<file path="config.mk">
export PLATFORM = sky130hd
export DESIGN_NAME = tap_pulse_event_detect
export DESIGN_NICKNAME = d
export VERILOG_FILES = /design/src/tap_pkg.sv /design/src/tap_pulse_event_detect.sv
export SDC_FILE = /design/constraint.sdc
export NUM_CORES = 1
export LEC_CHECK = 0
export BUFFER_PORTS_ARGS = -buffer_cell sky130_fd_sc_hd__buf_2
export CORE_MARGIN = 2
export CORE_UTILIZATION = 35
export DETAILED_ROUTE_END_ITERATION = 8
export SLEW_MARGIN = 20
export SYNTH_ARGS = -nofsm -noshare
export SYNTH_HDL_FRONTEND = slang
export SYNTH_SLANG_ARGS = --single-unit
</file>
<file path="constraint.sdc">
create_clock -name mclk -period 2.36 [get_ports mclk]
set_input_delay 0.236 -clock mclk [delete_from_list [all_inputs] [get_ports mclk]]
set_output_delay 0.236 -clock mclk [all_outputs]
set_load 0.01 [all_outputs]
</file>
<file path="src/tap_pkg.sv">
// Purpose: Shared constants for the tap (pulse) event detector
// Assumes: Byte-wide register port, one clock
// Notes:   Offsets are the sensor register addresses
package tap_pkg;
    localparam logic [7:0] TAP_CFG_ADDR     = 8'h21;
    localparam logic [7:0] TAP_SRC_ADDR     = 8'h22;
    localparam logic [7:0] TAP_THS_X_ADDR   = 8'h23;
    localparam logic [7:0] TAP_THS_Y_ADDR   = 8'h24;
    localparam logic [7:0] TAP_THS_Z_ADDR   = 8'h25;
    localparam logic [7:0] TAP_TMLT_ADDR    = 8'h26;
    localparam logic [7:0] TAP_LTCY_ADDR    = 8'h27;
    localparam logic [7:0] CFG_RESET        = 8'h00;
    localparam logic [7:0] SRC_RESET        = 8'h00;
    localparam logic [7:0] THS_RESET        = 8'h00;
    localparam logic [7:0] TIME_RESET       = 8'h00;
    // Configuration field positions
    localparam int CFG_ABORT_BIT  = 7;
    localparam int CFG_LATCH_BIT  = 6;
    localparam int CFG_AXIS_BASE  = 0;   // Axis a: single at 2a, double at 2a+1
    // Source field positions
    localparam int SRC_ACTIVE_BIT = 7;
    localparam int SRC_AXIS_BASE  = 4;   // X,Y,Z at 4,5,6
    localparam int SRC_DOUBLE_BIT = 3;
    localparam int SRC_POL_BASE   = 0;   // X,Y,Z at 0,1,2
    localparam int AXES           = 3;
    localparam int THS_WIDTH      = 7;
    // Threshold scale 0.063g/LSB, fixed 8g range, in milli-g per step
    localparam int THS_MG_PER_LSB = 63;
    typedef enum logic [2:0] {
        ST_IDLE,
        ST_FIRST,
        ST_LATENCY,
        ST_WINDOW,
        ST_SECOND,
        ST_HOLD
    } tap_state_t;
endpackage

</file>
<file path="src/tap_pulse_event_detect.sv">
// Purpose: Tap (single/double pulse) detection with config and source registers
// Assumes: Samples arrive as 14-bit signed words with a one-cycle sample strobe
// Notes:   Timers count in sample periods; second window equals the latency
module tap_pulse_event_detect #(
    parameter int SAMPLE_WIDTH = 14
) (
    input  wire logic                        mclk,
    input  wire logic                        reset_n,
    input  wire logic                        sample_valid,
    input  wire logic [3*SAMPLE_WIDTH-1:0]   sample_xyz,
    input  wire logic                        reg_write,
    input  wire logic                        reg_read,
    input  wire logic [7:0]                  reg_addr,
    input  wire logic [7:0]                  reg_wdata,
    output logic      [7:0]                  reg_rdata,
    output logic                             tap_event_active
);
    // Elaboration check: narrower samples cannot span the 8g threshold range
    if (SAMPLE_WIDTH < tap_pkg::THS_WIDTH + 4) begin : g_width_check
        $error("SAMPLE_WIDTH too small for the 8g threshold scale");
    end

    // Reset release synchroniser
    logic rst_meta;
    logic rst_n;
    always_ff @(posedge mclk or negedge reset_n) begin
        if (!reset_n) begin
            rst_meta <= 1'b0;
            rst_n    <= 1'b0;
        end else begin
            rst_meta <= 1'b1;
            rst_n    <= rst_meta;
        end
    end

    // Threshold scale: full scale 8g spans the sample, 7-bit threshold lines up at the top
    localparam int SHIFT = SAMPLE_WIDTH - 1 - tap_pkg::THS_WIDTH;

    logic [7:0] cfg, next_cfg;
    logic [7:0] src, next_src;
    logic [6:0] ths [tap_pkg::AXES];
    logic [6:0] next_ths [tap_pkg::AXES];
    logic [7:0] tmlt, next_tmlt, ltcy, next_ltcy;
    logic [7:0] next_rdata;
    tap_pkg::tap_state_t state, next_state;
    logic [7:0] timer, next_timer;
    logic [2:0] axes_hit, next_axes_hit;
    logic [2:0] pol, next_pol;

    // Per-axis magnitude above threshold and sign
    logic [2:0] above;
    logic [2:0] negative;
    genvar g;
    generate
        for (g = 0; g < tap_pkg::AXES; g++) begin : g_axis
            logic signed [SAMPLE_WIDTH-1:0] s;
            logic        [SAMPLE_WIDTH-1:0] mag;
            assign s           = sample_xyz[g*SAMPLE_WIDTH +: SAMPLE_WIDTH];
            assign negative[g] = s[SAMPLE_WIDTH-1];
            assign mag         = negative[g] ? SAMPLE_WIDTH'(-s) : SAMPLE_WIDTH'(s);
            assign above[g]    = (mag >> SHIFT) > SAMPLE_WIDTH'(ths[g]);
        end
    endgenerate

    // Enable decode, used for single and double selection
    function automatic logic [2:0] axis_en(input logic [7:0] c, input logic dbl);
        logic [2:0] r;
        r = '0;
        for (int a = 0; a < tap_pkg::AXES; a++)
            r[a] = c[tap_pkg::CFG_AXIS_BASE + 2*a + int'(dbl)];
        return r;
    endfunction

    logic [2:0] sgl_en, dbl_en;
    logic       any_above;
    logic       src_read;
    assign sgl_en    = axis_en(cfg, 1'b0);
    assign dbl_en    = axis_en(cfg, 1'b1);
    assign any_above = |(above & (sgl_en | dbl_en));
    assign src_read  = reg_read && reg_addr == tap_pkg::TAP_SRC_ADDR;

    // Pulse detection sequence; advances only on sample strobes
    logic       fire;
    logic       fire_dbl;
    logic [2:0] fire_axes;
    always_comb begin
        next_state    = state;
        next_timer    = timer;
        next_axes_hit = axes_hit;
        next_pol      = pol;
        fire          = 1'b0;
        fire_dbl      = 1'b0;
        fire_axes     = '0;
        if (sample_valid) begin
            case (state)
                tap_pkg::ST_IDLE: begin
                    if (any_above) begin
                        next_state    = tap_pkg::ST_FIRST;
                        next_timer    = tmlt;
                        next_axes_hit = above & (sgl_en | dbl_en);
                        next_pol      = negative;
                    end
                end
                tap_pkg::ST_FIRST: begin
                    if (!any_above) begin
                        if (|(axes_hit & sgl_en)) begin
                            fire      = 1'b1;
                            fire_axes = axes_hit & sgl_en;
                        end
                        if (|(axes_hit & dbl_en)) begin
                            next_state = tap_pkg::ST_LATENCY;
                            next_timer = ltcy;
                        end else begin
                            next_state = tap_pkg::ST_IDLE;
                        end
                    end else if (timer == 8'h00) begin
                        next_state = tap_pkg::ST_HOLD; // Too long: not a tap
                    end else begin
                        next_timer = timer - 8'h01;
                    end
                end
                tap_pkg::ST_LATENCY: begin
                    // Starts ignored here unless the abort bit is set; abort watches starts only
                    // Latency spans ltcy samples; the expiry sample already opens the window
                    if (timer == 8'h00 && |(above & dbl_en)) begin
                        next_state    = tap_pkg::ST_SECOND;
                        next_timer    = tmlt;
                        next_axes_hit = above & dbl_en;
                        next_pol      = negative;
                    end else if (timer == 8'h00) begin
                        next_state = tap_pkg::ST_WINDOW;
                        next_timer = ltcy;
                    end else begin
                        next_timer = timer - 8'h01;
                        if (cfg[tap_pkg::CFG_ABORT_BIT] && any_above)
                            next_state = tap_pkg::ST_HOLD;
                    end
                    // Abort clear keeps counting through new starts
                end
                tap_pkg::ST_WINDOW: begin
                    if (|(above & dbl_en)) begin
                        next_state    = tap_pkg::ST_SECOND;
                        next_timer    = tmlt;
                        next_axes_hit = above & dbl_en;
                        next_pol      = negative;
                    end else if (timer == 8'h00) begin
                        next_state = tap_pkg::ST_IDLE;
                    end else begin
                        next_timer = timer - 8'h01;
                    end
                end
                tap_pkg::ST_SECOND: begin
                    if (!any_above) begin
                        fire       = 1'b1;
                        fire_dbl   = 1'b1;
                        fire_axes  = axes_hit & dbl_en;
                        next_state = tap_pkg::ST_IDLE;
                    end else if (timer == 8'h00) begin
                        next_state = tap_pkg::ST_HOLD;
                    end else begin
                        next_timer = timer - 8'h01;
                    end
                end
                tap_pkg::ST_HOLD: begin
                    // Suspended until acceleration falls back below threshold
                    if (!any_above)
                        next_state = tap_pkg::ST_IDLE;
                end
                default: next_state = tap_pkg::ST_IDLE;
            endcase
        end
    end

    // Source register update; a new event wins over a read clear
    always_comb begin
        next_src = src;
        if (src_read && cfg[tap_pkg::CFG_LATCH_BIT])
            next_src = tap_pkg::SRC_RESET;
        if (fire && !(cfg[tap_pkg::CFG_LATCH_BIT] && src[tap_pkg::SRC_ACTIVE_BIT]
                      && !src_read)) begin
            // Unlatched: later events overwrite
            next_src = tap_pkg::SRC_RESET;
            next_src[tap_pkg::SRC_ACTIVE_BIT] = 1'b1;
            for (int a = 0; a < tap_pkg::AXES; a++) begin
                next_src[tap_pkg::SRC_AXIS_BASE + a] = fire_axes[a];
                next_src[tap_pkg::SRC_POL_BASE + a]  = fire_axes[a] & pol[a];
            end
            next_src[tap_pkg::SRC_DOUBLE_BIT] = fire_dbl;
        end else if (!fire && !cfg[tap_pkg::CFG_LATCH_BIT] && src_read) begin
            next_src = tap_pkg::SRC_RESET;
        end
    end

    // Register writes and read data
    always_comb begin
        next_cfg  = cfg;
        next_ths  = ths;
        next_tmlt = tmlt;
        next_ltcy = ltcy;
        if (reg_write) begin
            case (reg_addr)
                tap_pkg::TAP_CFG_ADDR:   next_cfg    = reg_wdata;
                tap_pkg::TAP_THS_X_ADDR: next_ths[0] = reg_wdata[6:0];
                tap_pkg::TAP_THS_Y_ADDR: next_ths[1] = reg_wdata[6:0];
                tap_pkg::TAP_THS_Z_ADDR: next_ths[2] = reg_wdata[6:0];
                tap_pkg::TAP_TMLT_ADDR:  next_tmlt   = reg_wdata;
                tap_pkg::TAP_LTCY_ADDR:  next_ltcy   = reg_wdata;
                default: ;
            endcase
        end
        case (reg_addr)
            tap_pkg::TAP_CFG_ADDR:   next_rdata = cfg;
            tap_pkg::TAP_SRC_ADDR:   next_rdata = src;
            tap_pkg::TAP_THS_X_ADDR: next_rdata = {1'b0, ths[0]};
            tap_pkg::TAP_THS_Y_ADDR: next_rdata = {1'b0, ths[1]};
            tap_pkg::TAP_THS_Z_ADDR: next_rdata = {1'b0, ths[2]};
            tap_pkg::TAP_TMLT_ADDR:  next_rdata = tmlt;
            tap_pkg::TAP_LTCY_ADDR:  next_rdata = ltcy;
            default:                 next_rdata = 8'h00;
        endcase
    end

    // State registers
    always_ff @(posedge mclk or negedge rst_n) begin
        if (!rst_n) begin
            cfg              <= tap_pkg::CFG_RESET;
            src              <= tap_pkg::SRC_RESET;
            ths              <= '{default: 7'h00};
            tmlt             <= tap_pkg::TIME_RESET;
            ltcy             <= tap_pkg::TIME_RESET;
            state            <= tap_pkg::ST_IDLE;
            timer            <= 8'h00;
            axes_hit         <= 3'h0;
            pol              <= 3'h0;
            reg_rdata        <= 8'h00;
            tap_event_active <= 1'b0;
        end else begin
            cfg              <= next_cfg;
            src              <= next_src;
            ths              <= next_ths;
            tmlt             <= next_tmlt;
            ltcy             <= next_ltcy;
            state            <= next_state;
            timer            <= next_timer;
            axes_hit         <= next_axes_hit;
            pol              <= next_pol;
            reg_rdata        <= next_rdata; // Data valid the cycle after the address
            tap_event_active <= next_src[tap_pkg::SRC_ACTIVE_BIT];
        end
    end
endmodule // tap_pulse_event_detect

</file>
* Word level (Yosys, flattened, before mapping)
Index checks and enable logic that the tools add are counted.
** Word-level totals
- Flip-flop bits (word level) :: 80
- Bits in latches :: 0
- RAM bits :: 0
- Memory bits (read-only) :: 0
- Bits of input ports :: 63
- Memories :: 0
** Operators by class
- Add/sub/neg operators :: 4
- Multiply operators :: 0
- Divide/modulo/power cells :: 0
- Magnitude comparators :: 3
- Equality and inequality tests :: 20
- Shift operators :: 0
- Multiplexer cells :: 48
- Bitwise gates (word level) :: 8
- Reduce and logical (&&, ||, !) cells :: 31
** Operators by type and width (count)
- 8-bit two-way mux :: 11
- 3-bit two-way mux :: 20
- 8-bit by 6-bit == test with 1-bit output, second input constant :: 7
- 8-bit case mux with 7 select lines :: 1
- 14-bit two-way mux :: 3
- 14-bit negation :: 3
- 8-bit case mux with 5 select lines :: 1
- 8-bit by 7-bit > comparator with 1-bit output :: 3
- 3-bit case mux with 3 select lines :: 2
- 3-bit case mux with 6 select lines :: 1
- 5-bit AND reduction :: 3
- 3-bit AND :: 4
- 2-bit AND reduction :: 6
- 3-bit OR reduction :: 4
- 2-bit inequality test, second input constant :: 5
- 1-bit logical AND :: 9
- 8-bit zero test :: 1
- 8-bit by 1-bit subtractor with 8-bit output, second input constant :: 1
- 3-bit by 2-bit == test with 1-bit output, second input constant :: 2
- 3-bit == test, second input constant :: 2
- 1-bit two-way mux :: 6
- 3-bit inequality test, second input constant :: 2
- 3-bit case mux with 2 select lines :: 1
- 3-bit nonzero test :: 2
- 9 further kinds :: 14

* Depth between registers and ports, before layout
Gate-level depths: netlist of run 1.
- Depth after elaboration :: 13
- Mapped depth :: 15
- Gate-level depth less buffers :: 14

* Least setup slack after synthesis of run 1
OpenSTA, ideal clock, no wires.
- Kind :: input to register
- Start :: in sample_xyz[17]
- End :: reg axes_hit[0]
- Library setup time :: 0.128 ns
- Data arrival time :: 3.485 ns
- Setup slack :: -1.253 ns
- Stages :: 14
- Path buffers :: 0
- Path through :: nor4_1 nand2_1 or4_1 o41ai_1 xnor2_1 ha_1 nand3_1 nor2_1 o22ai_1 o21a_1 nor3_2 nor3_2 o21ai_2 mux2_1
** Between the ends
- Word-level cells in the longest chain between the ends :: 8
- Elaborated cells on any way between the ends :: 12
- Classes of those cells :: 1 x add/sub; 1 x order compare; 3 x eq/ne; 1 x mux; 2 x bitwise; 4 x reduce/logical
** Ends and longest elaborated chain
- from (decl) :: line tap_pulse_event_detect.sv:10 : input wire logic [3*SAMPLE_WIDTH-1:0] sample_xyz,
- 14-bit negation (*) :: line tap_pulse_event_detect.sv:60 : assign mag = negative[g] ? SAMPLE_WIDTH'(-s) : SAMPLE_WIDTH'(s);
- 14-bit two-way mux (*) :: line tap_pulse_event_detect.sv:60
- 8-bit by 7-bit > comparator with 1-bit output (*) :: line tap_pulse_event_detect.sv:61 : assign above[g] = (mag >> SHIFT) > SAMPLE_WIDTH'(ths[g]);
- 3-bit AND :: line tap_pulse_event_detect.sv:125, tap_pulse_event_detect.sv:141
- 3-bit OR reduction :: line tap_pulse_event_detect.sv:125, tap_pulse_event_detect.sv:141
- 1-bit logical AND :: line tap_pulse_event_detect.sv:125 : if (timer == 8'h00 && |(above & dbl_en)) begin
- 2-bit inequality test (no source line)
- 5-bit AND reduction (no source line) (*)
- to (signal assigned) :: line tap_pulse_event_detect.sv:245 : axes_hit <= next_axes_hit;
- to (decl) :: line tap_pulse_event_detect.sv:47 : logic [2:0] axes_hit, next_axes_hit;
Every way passes the cells marked *; elsewhere a longest branch is shown, timed or not.
A chain may end at the register's enable or synchronous reset.

* Worst setup path in the final report of run 1
- Start :: in sample_xyz[17]
- End :: reg pol[0]
** Between the ends
- Word-level cells in the longest chain between the ends :: 8
- Elaborated cells on any way between the ends :: 12
- Classes of those cells :: 1 x add/sub; 1 x order compare; 3 x eq/ne; 1 x mux; 2 x bitwise; 4 x reduce/logical
** Ends and longest elaborated chain
- 14-bit negation (*) :: line tap_pulse_event_detect.sv:60
- 14-bit two-way mux (*) :: line tap_pulse_event_detect.sv:60
- 8-bit by 7-bit > comparator with 1-bit output (*) :: line tap_pulse_event_detect.sv:61
- 3-bit AND :: line tap_pulse_event_detect.sv:125, tap_pulse_event_detect.sv:141
- 3-bit OR reduction :: line tap_pulse_event_detect.sv:125, tap_pulse_event_detect.sv:141
- 1-bit logical AND :: line tap_pulse_event_detect.sv:125
- 2-bit inequality test (no source line)
- 5-bit AND reduction (no source line) (*)
- to (signal assigned) :: line tap_pulse_event_detect.sv:246 : pol <= next_pol;
- to (decl) :: line tap_pulse_event_detect.sv:48 : logic [2:0] pol, next_pol;
Marked as above.

==> impl_metrics.tcl, run 1 <==
set metrics [dict create \
    status "finished, violations left" \
    failed_checks "negative setup slack" \
    clk_pin_slew_ns 0.06 \
    syn_area_um2 5400 \
    antenna_cells 0 \
    viasPerCell 5.64 \
    p_leak_nw 3.48 \
    wire_per_inst_um 18.9 \
    synth_top_area_frac 0.371 \
    post-place-ws_ns -1.41 \
    htreeDepth 3 \
    r2r-end "pol[0]" \
    r2r_start "ths[5]" \
    yosys_warnings 0 \
    period_share 1.40 \
    worstSetupStartpoint "sample_xyz[17]" \
    max_slew_margin 0.622 \
    finalSetupViolCount 25 \
    remaining_drc_errors 0 \
    synth-seq-area-share 0.371 \
    dp_hpwl_um 13700 \
    synthCells 556 \
    crit_arrival_ns 3.54 \
    synthArstFlopShare 1.00 \
    yosys.area.top_type "dfrtp_1" \
    syn-num-nets 641 \
    fin_nets 828 \
    ios 72 \
    worst_setup_path_end_kind "flop" \
    first_pass_iters 8 \
    grt_pass1_wl_um 27900 \
    yosysMostFrequentCell "dfrtp_1" \
    cts_root_buffer "clkbuf_16" \
    fin_crit_ns 3.30 \
    grt_overflow 0 \
    utilization 0.500 \
    crit_end "pol[0]" \
    rsz0062_at_grt "yes" \
    p_total_mw 5.09 \
    synth_cell_types 77 \
    antenna_found_initial 0 \
    clkLatencyLatePin_ns 0.35 \
    first_global_vias 5397 \
    rows 45 \
    die_x_um 128 \
    grt_max_degree 42 \
    start_kind "primary input" \
    p_per_area_nw_per_um2 672 \
    regToRegSetupSlack_ns -0.51 \
    place_inst 914 \
    drv_slew 0 \
    cts.path.max_buffers 2 \
    cts_buffers 9 \
    clkSinkCount 80 \
    die_area_um2 16400 \
    synth_flop_cell "dfrtp_1" \
    areaGrowthSynthToFinish_pct 40.4 \
    hold_viol_final 0 \
    finClkSkew_ns 0.00799 \
    start_util 0.356 \
    critPathKind "primary input to flop" \
    synth-seq-cells 80 \
    yosys-top-cells-count "dfrtp_1, nand2_1, mux2_2" \
    placeableCoreArea_um2 15100 \
    gr-usage-all-layers 0.220 \
    place.gp.congestion 0.968 \
    dieHeight_um 128 \
    worst_pin_slew_ns 0.568 \
    syn_area_per_cell_um2 9.70 \
    wirelength_um 17700 \
    drt-initial-drc-count 464 \
    fin_ws_ns -0.945 \
    fmax_mhz 303 \
    ir_drop_uv 439 \
    dr_total_vias 5281 \
    path_max_fanout 6 \
    required_ns 2.59 \
    synth.area.top_cells "dfrtp_1, mux2_2, ha_1, nand2_1, xnor2_1" \
    cts_tree "built" \
    portBuffers 71 \
    instances_no_fill 936 \
    hp-class "primary input to asynchronous set/reset pin" \
    drive_above_1_share 0.443 \
    maxCapViolCount 0 \
    worstRegToRegCells 10 \
    synth_edf_count 0 \
    ant_nets 0 \
]
final cells by class:
cell class / instances / area (um2)
Clock buffer: 10 / 229
Clock inverter: 6 / 43.8
Fill cell: 1382 / 7570
Inverter: 27 / 101
Multi-Input combinational cell: 432 / 3610
Sequential cell: 80 / 2010
Tap cell: 188 / 235
Timing Repair Buffer: 193 / 1350
flip-flops by register name, summed over array words and instances, names as in the netlist:
name	count
ths	21
cfg	8
ltcy	8
reg_rdata	8
src	8
timer	8
tmlt	8
axes_hit	3
pol	3
state	3
rst_meta	1
rst_n	1
worst min path at each step:
stage / startpoint / end / slack (ns) / cells past startpoint
final: reset_n / rst_n / 0.19 / 2
after global routing: reset_n / rst_n / 0.20 / 2
after CTS: reset_n / rst_n / 0.18 / 2
after detailed placement: reset_n / rst_meta / 0.02 / 1
after global placement: reset_n / rst_meta / 0.02 / 1
after floorplan: reset_n / rst_meta / -0.06 / 0
power by group:
group | leakage (nW) | internal (mW) | switching (mW)
Combinational | 2.26 | 1.01 | 1.10
Clock | 0.133 | 0.718 | 0.593
Sequential | 1.09 | 1.52 | 0.152
cell usage in the layout (no fill, tap or decap), types with 4 or more instances in the layout:
cell type and instances:
mux2i_1 6, xor2_1 4, nor3_1 6, ha_1 22, a31oi_1 7, o21ai_1 5
dfrtp_1 79, a22o_1 4, nor4_4 5, buf_4 110, inv_1 27, a21o_1 4
a21oi_1 17, nand4_1 8, mux2_4 7, a222oi_1 12, buf_2 69, nand2b_1 4
buf_6 10, o211ai_1 7, nand3_2 10, xnor2_1 19, o21ai_2 6, mux2_1 5
nor4_1 6, o21ai_0 23, nor2b_1 5, clkbuf_16 9, mux2_2 46, a211oi_2 4
nand2_1 54, nor2_1 37, nand3_1 9
repair_timing:
| item | 4_1_cts | 5_1_grt |
|---|---|---|
| gates resized for setup | 38 | 27 |
| cloned | 1 | 0 |
| pin swaps | 11 | 20 |
| endpoints found under the hold margin | 2 | 0 |
| setup endpoints to repair | 25 | 25 |
| buffers inserted | 3 | 2 |
| hold buffers | 1 | 0 |
cells by family (layout without fill, tap and decap cells):
logic type,count (synthesis),in the layout,synth area share
AOI/OAI and AO/OA,145,145,0.201
xor gates and xnor gates,24,24,0.0390
adders and majority gates,22,22,0.0510
buffers and inverters,44,236,0.0325
DFF,80,80,0.371
muxes,64,64,0.132
other,1,1,0.000695
and+or+nand+nor,176,176,0.173
critical path, stage by stage:
cell and delay, ns:
buf_6 0.09, nor4_4 0.27, nand2_2 0.08, or4_4 0.47, o31ai_4 0.22, xnor2_2 0.08
ha_1 0.32, a21o_1 0.18, a21oi_2 0.18, o22ai_4 0.11, o22ai_4 0.19, buf_6 0.15
and3_4 0.22, nor3_4 0.05, o21ai_4 0.30, mux2_1 0.36
routing by layer:
metal  track usage  wire length (um)  vias up
li1              -                 -     2464
met1         0.283              7440     2578
met2         0.367              8660      196
met3        0.0497              1100       43
met4        0.0692               470        0
met5             0                 0        -
through the flow:
step / hold slack (ns) / setup TNS, ns / area, um2
floorplan: -0.0596 / -22.02 / 5520
global placement: 0.0219 / -31.68 / 6930
detailed placement: 0.0238 / -33.19 / 6930
CTS: 0.179 / -21.50 / 7430
global route: 0.203 / -26.01 / 7580
finish: 0.188 / -21.36 / 7580
No activity file was read; power rests on OpenSTA's default activity.
==> inputs of run 2 (changes only) <==
--- a/config.mk
+++ b/config.mk
@@ -5,10 +5,10 @@
 export SDC_FILE = /design/constraint.sdc
 export NUM_CORES = 1
 export LEC_CHECK = 0
-export BUFFER_PORTS_ARGS = -buffer_cell sky130_fd_sc_hd__buf_2
 export CORE_MARGIN = 2
 export CORE_UTILIZATION = 35
 export DETAILED_ROUTE_END_ITERATION = 8
+export DONT_BUFFER_PORTS = 1
 export SLEW_MARGIN = 20
 export SYNTH_ARGS = -nofsm -noshare
 export SYNTH_HDL_FRONTEND = slang
==> run 2 against run 1 <==
The flow still finishes with violations (negative setup slack); combinational power about the same; non-clock buffer count decreased by 77; cell count fell by 8.2%; critical path depth shrank 1; via count decreased by 5.0%; total power grew 6.6%; clock-buffer cell count did not move; utilization shrank 2.2 points; global-route usage is 0.090 points higher; first-iteration DRC count down 19%; maximum frequency up 3.3%; largest power group unchanged.
==> impl_metrics.tcl, run 2 (synthesis results as in run 1) <==
set metrics [dict create \
    cts_root_buffer "clkbuf_16" \
    ir_drop_uv 388 \
    hp-start "sample_xyz[27]" \
    met2_usage 0.361 \
    antenna_cells 0 \
    hp-class "primary input to flop" \
    p_int_mw 3.63 \
    regMostFlops "ths" \
    final_cell_mix "buf_4, dfrtp_1, nand2_1, mux2_2, nor2_1" \
    grt_pass1_wl_um 27900 \
    busiest_layer "met2" \
    critPathKind "primary input to flop" \
    gr-usage-all-layers 0.221 \
    viasPerCell 5.84 \
    required_ns 2.59 \
    p_leak_nw 3.17 \
    status "finished, violations left" \
    clk_pin_slew_ns 0.06 \
    finClkSkew_ns 0.00531 \
    seq_power_share 0.310 \
    start_util 0.356 \
    cts_tree "built" \
    maxCapViolCount 0 \
    start_kind "primary input" \
    clkLatencyLatePin_ns 0.34 \
    htreeDepth 3 \
    wire_per_inst_um 21.0 \
    hold_depth 1 \
    portBuffers 0 \
    hold_viol_final 0 \
    mostFrequentLayoutCell "buf_4" \
    fin_crit_ns 3.20 \
    ios 72 \
    drv_slew 0 \
    hold_path_end "pol[1]" \
    clkSinkCount 80 \
    remaining_drc_errors 0 \
    r2r-end "src[2]" \
    grt_max_degree 48 \
    period_share 1.36 \
    worst_setup_path_end_kind "flop" \
    worstRegToRegCells 12 \
    dieHeight_um 128 \
    regToRegSetupSlack_ns -0.46 \
    rsz0062_at_grt "yes" \
    fin_ws_ns -0.840 \
    first_pass_iters 7 \
    dp_hpwl_um 13600 \
    largest_register_ffs 21 \
    drt-initial-drc-count 377 \
    fin_nets 751 \
    place.gp.congestion 0.927 \
    die_area_um2 16400 \
    areaGrowthSynthToFinish_pct 34.3 \
    cts.path.max_buffers 2 \
    p_per_area_nw_per_um2 749 \
    placeableCoreArea_um2 15100 \
    wirelength_um 18000 \
    die_x_um 128 \
    switchingPower_mw 1.80 \
    path_max_fanout 7 \
    met1_usage 0.287 \
    clkPwrFrac 0.306 \
    first_global_vias 5145 \
    grt_overflow 0 \
    post-place-ws_ns -1.33 \
    r2r_start "ths[5]" \
    fmax_mhz 312 \
    ant_nets 0 \
    rows 45 \
    place_inst 827 \
    failed_checks "negative setup slack" \
    finalSetupViolCount 25 \
    antenna_found_initial 0 \
    crit_arrival_ns 3.43 \
    dr_total_vias 5018 \
    swShare 0.331 \
    instances_no_fill 859 \
    met3_usage 0.0384 \
    power_frac_comb 0.384 \
    cts_buffers 9 \
    drive_above_1_share 0.380 \
]
-- run 2: layout make-up --
class / instances / area, um2
fill: 1378 / 7900
multi-input combinational: 432 / 3620
sequential: 80 / 2010
timing repair buffer: 116 / 932
clock buffer: 10 / 239
tap: 188 / 235
clock inverter: 6 / 115
inverter: 27 / 101
-- run 2: how the worst max path moves through the flow --
stage	start	to	slack [ns]
finish	sample_xyz[5]	state[2]	-0.84
global route	sample_xyz[17]	timer[7]	-0.99
CTS	sample_xyz[1]	pol[2]	-0.86
detailed placement	sample_xyz[5]	axes_hit[2]	-1.33
global placement	sample_xyz[17]	timer[0]	-1.31
floorplan	sample_xyz[17]	axes_hit[0]	-0.98
-- run 2: per-layer routing --
layer  vias up  wire length, um
met3        38             1010
met5         -                0
li1       2319                -
met2       178             8670
met1      2483             7770
met4         0              589
-- run 2: critical path, cell delays in order --
cell and delay (ns):
nor4_4 0.29, nand3_2 0.12, or4_4 0.44, o21ai_2 0.15
xnor2_1 0.09, ha_1 0.32, nand3_2 0.11, buf_4 0.16
a211oi_4 0.36, o22ai_4 0.18, nand3_4 0.18, buf_6 0.12
nand3b_1 0.08, a41oi_2 0.26, mux2_4 0.33
-- run 2: timing repair --
action,in CTS,in global routing
setup endpoints to repair,25,25
endpoints found under the hold margin,2,0
gates cloned,0,0
gates resized for setup,28,43
pin swaps,14,27
hold buffers,1,0
buffers inserted,5,11
-- run 2: through the flow --
step	setup TNS (ns)	cell area (um2)	hold WS (ns)	total power, mW	util
floorplan	-22.02	5520	-0.0596	2.71	-
global placement	-28.16	6450	-0.0595	3.51	0.426
detailed placement	-30.36	6450	-0.0595	3.55	0.426
CTS	-19.32	6980	0.0291	5.30	0.461
global route	-23.48	7250	0.0283	5.68	0.478
finish	-19.47	7250	0.0380	5.43	0.478
-- run 2: power by group through the flow --
stage,sequential (mW),clock [mW],combinational (mW)
2_1_floorplan,1.67,0,1.04
3_3_place_gp,1.70,0,1.81
3_5_place_dp,1.70,0,1.85
4_1_cts,1.68,1.69,1.94
5_1_grt,1.70,1.74,2.24
6_report,1.68,1.66,2.08
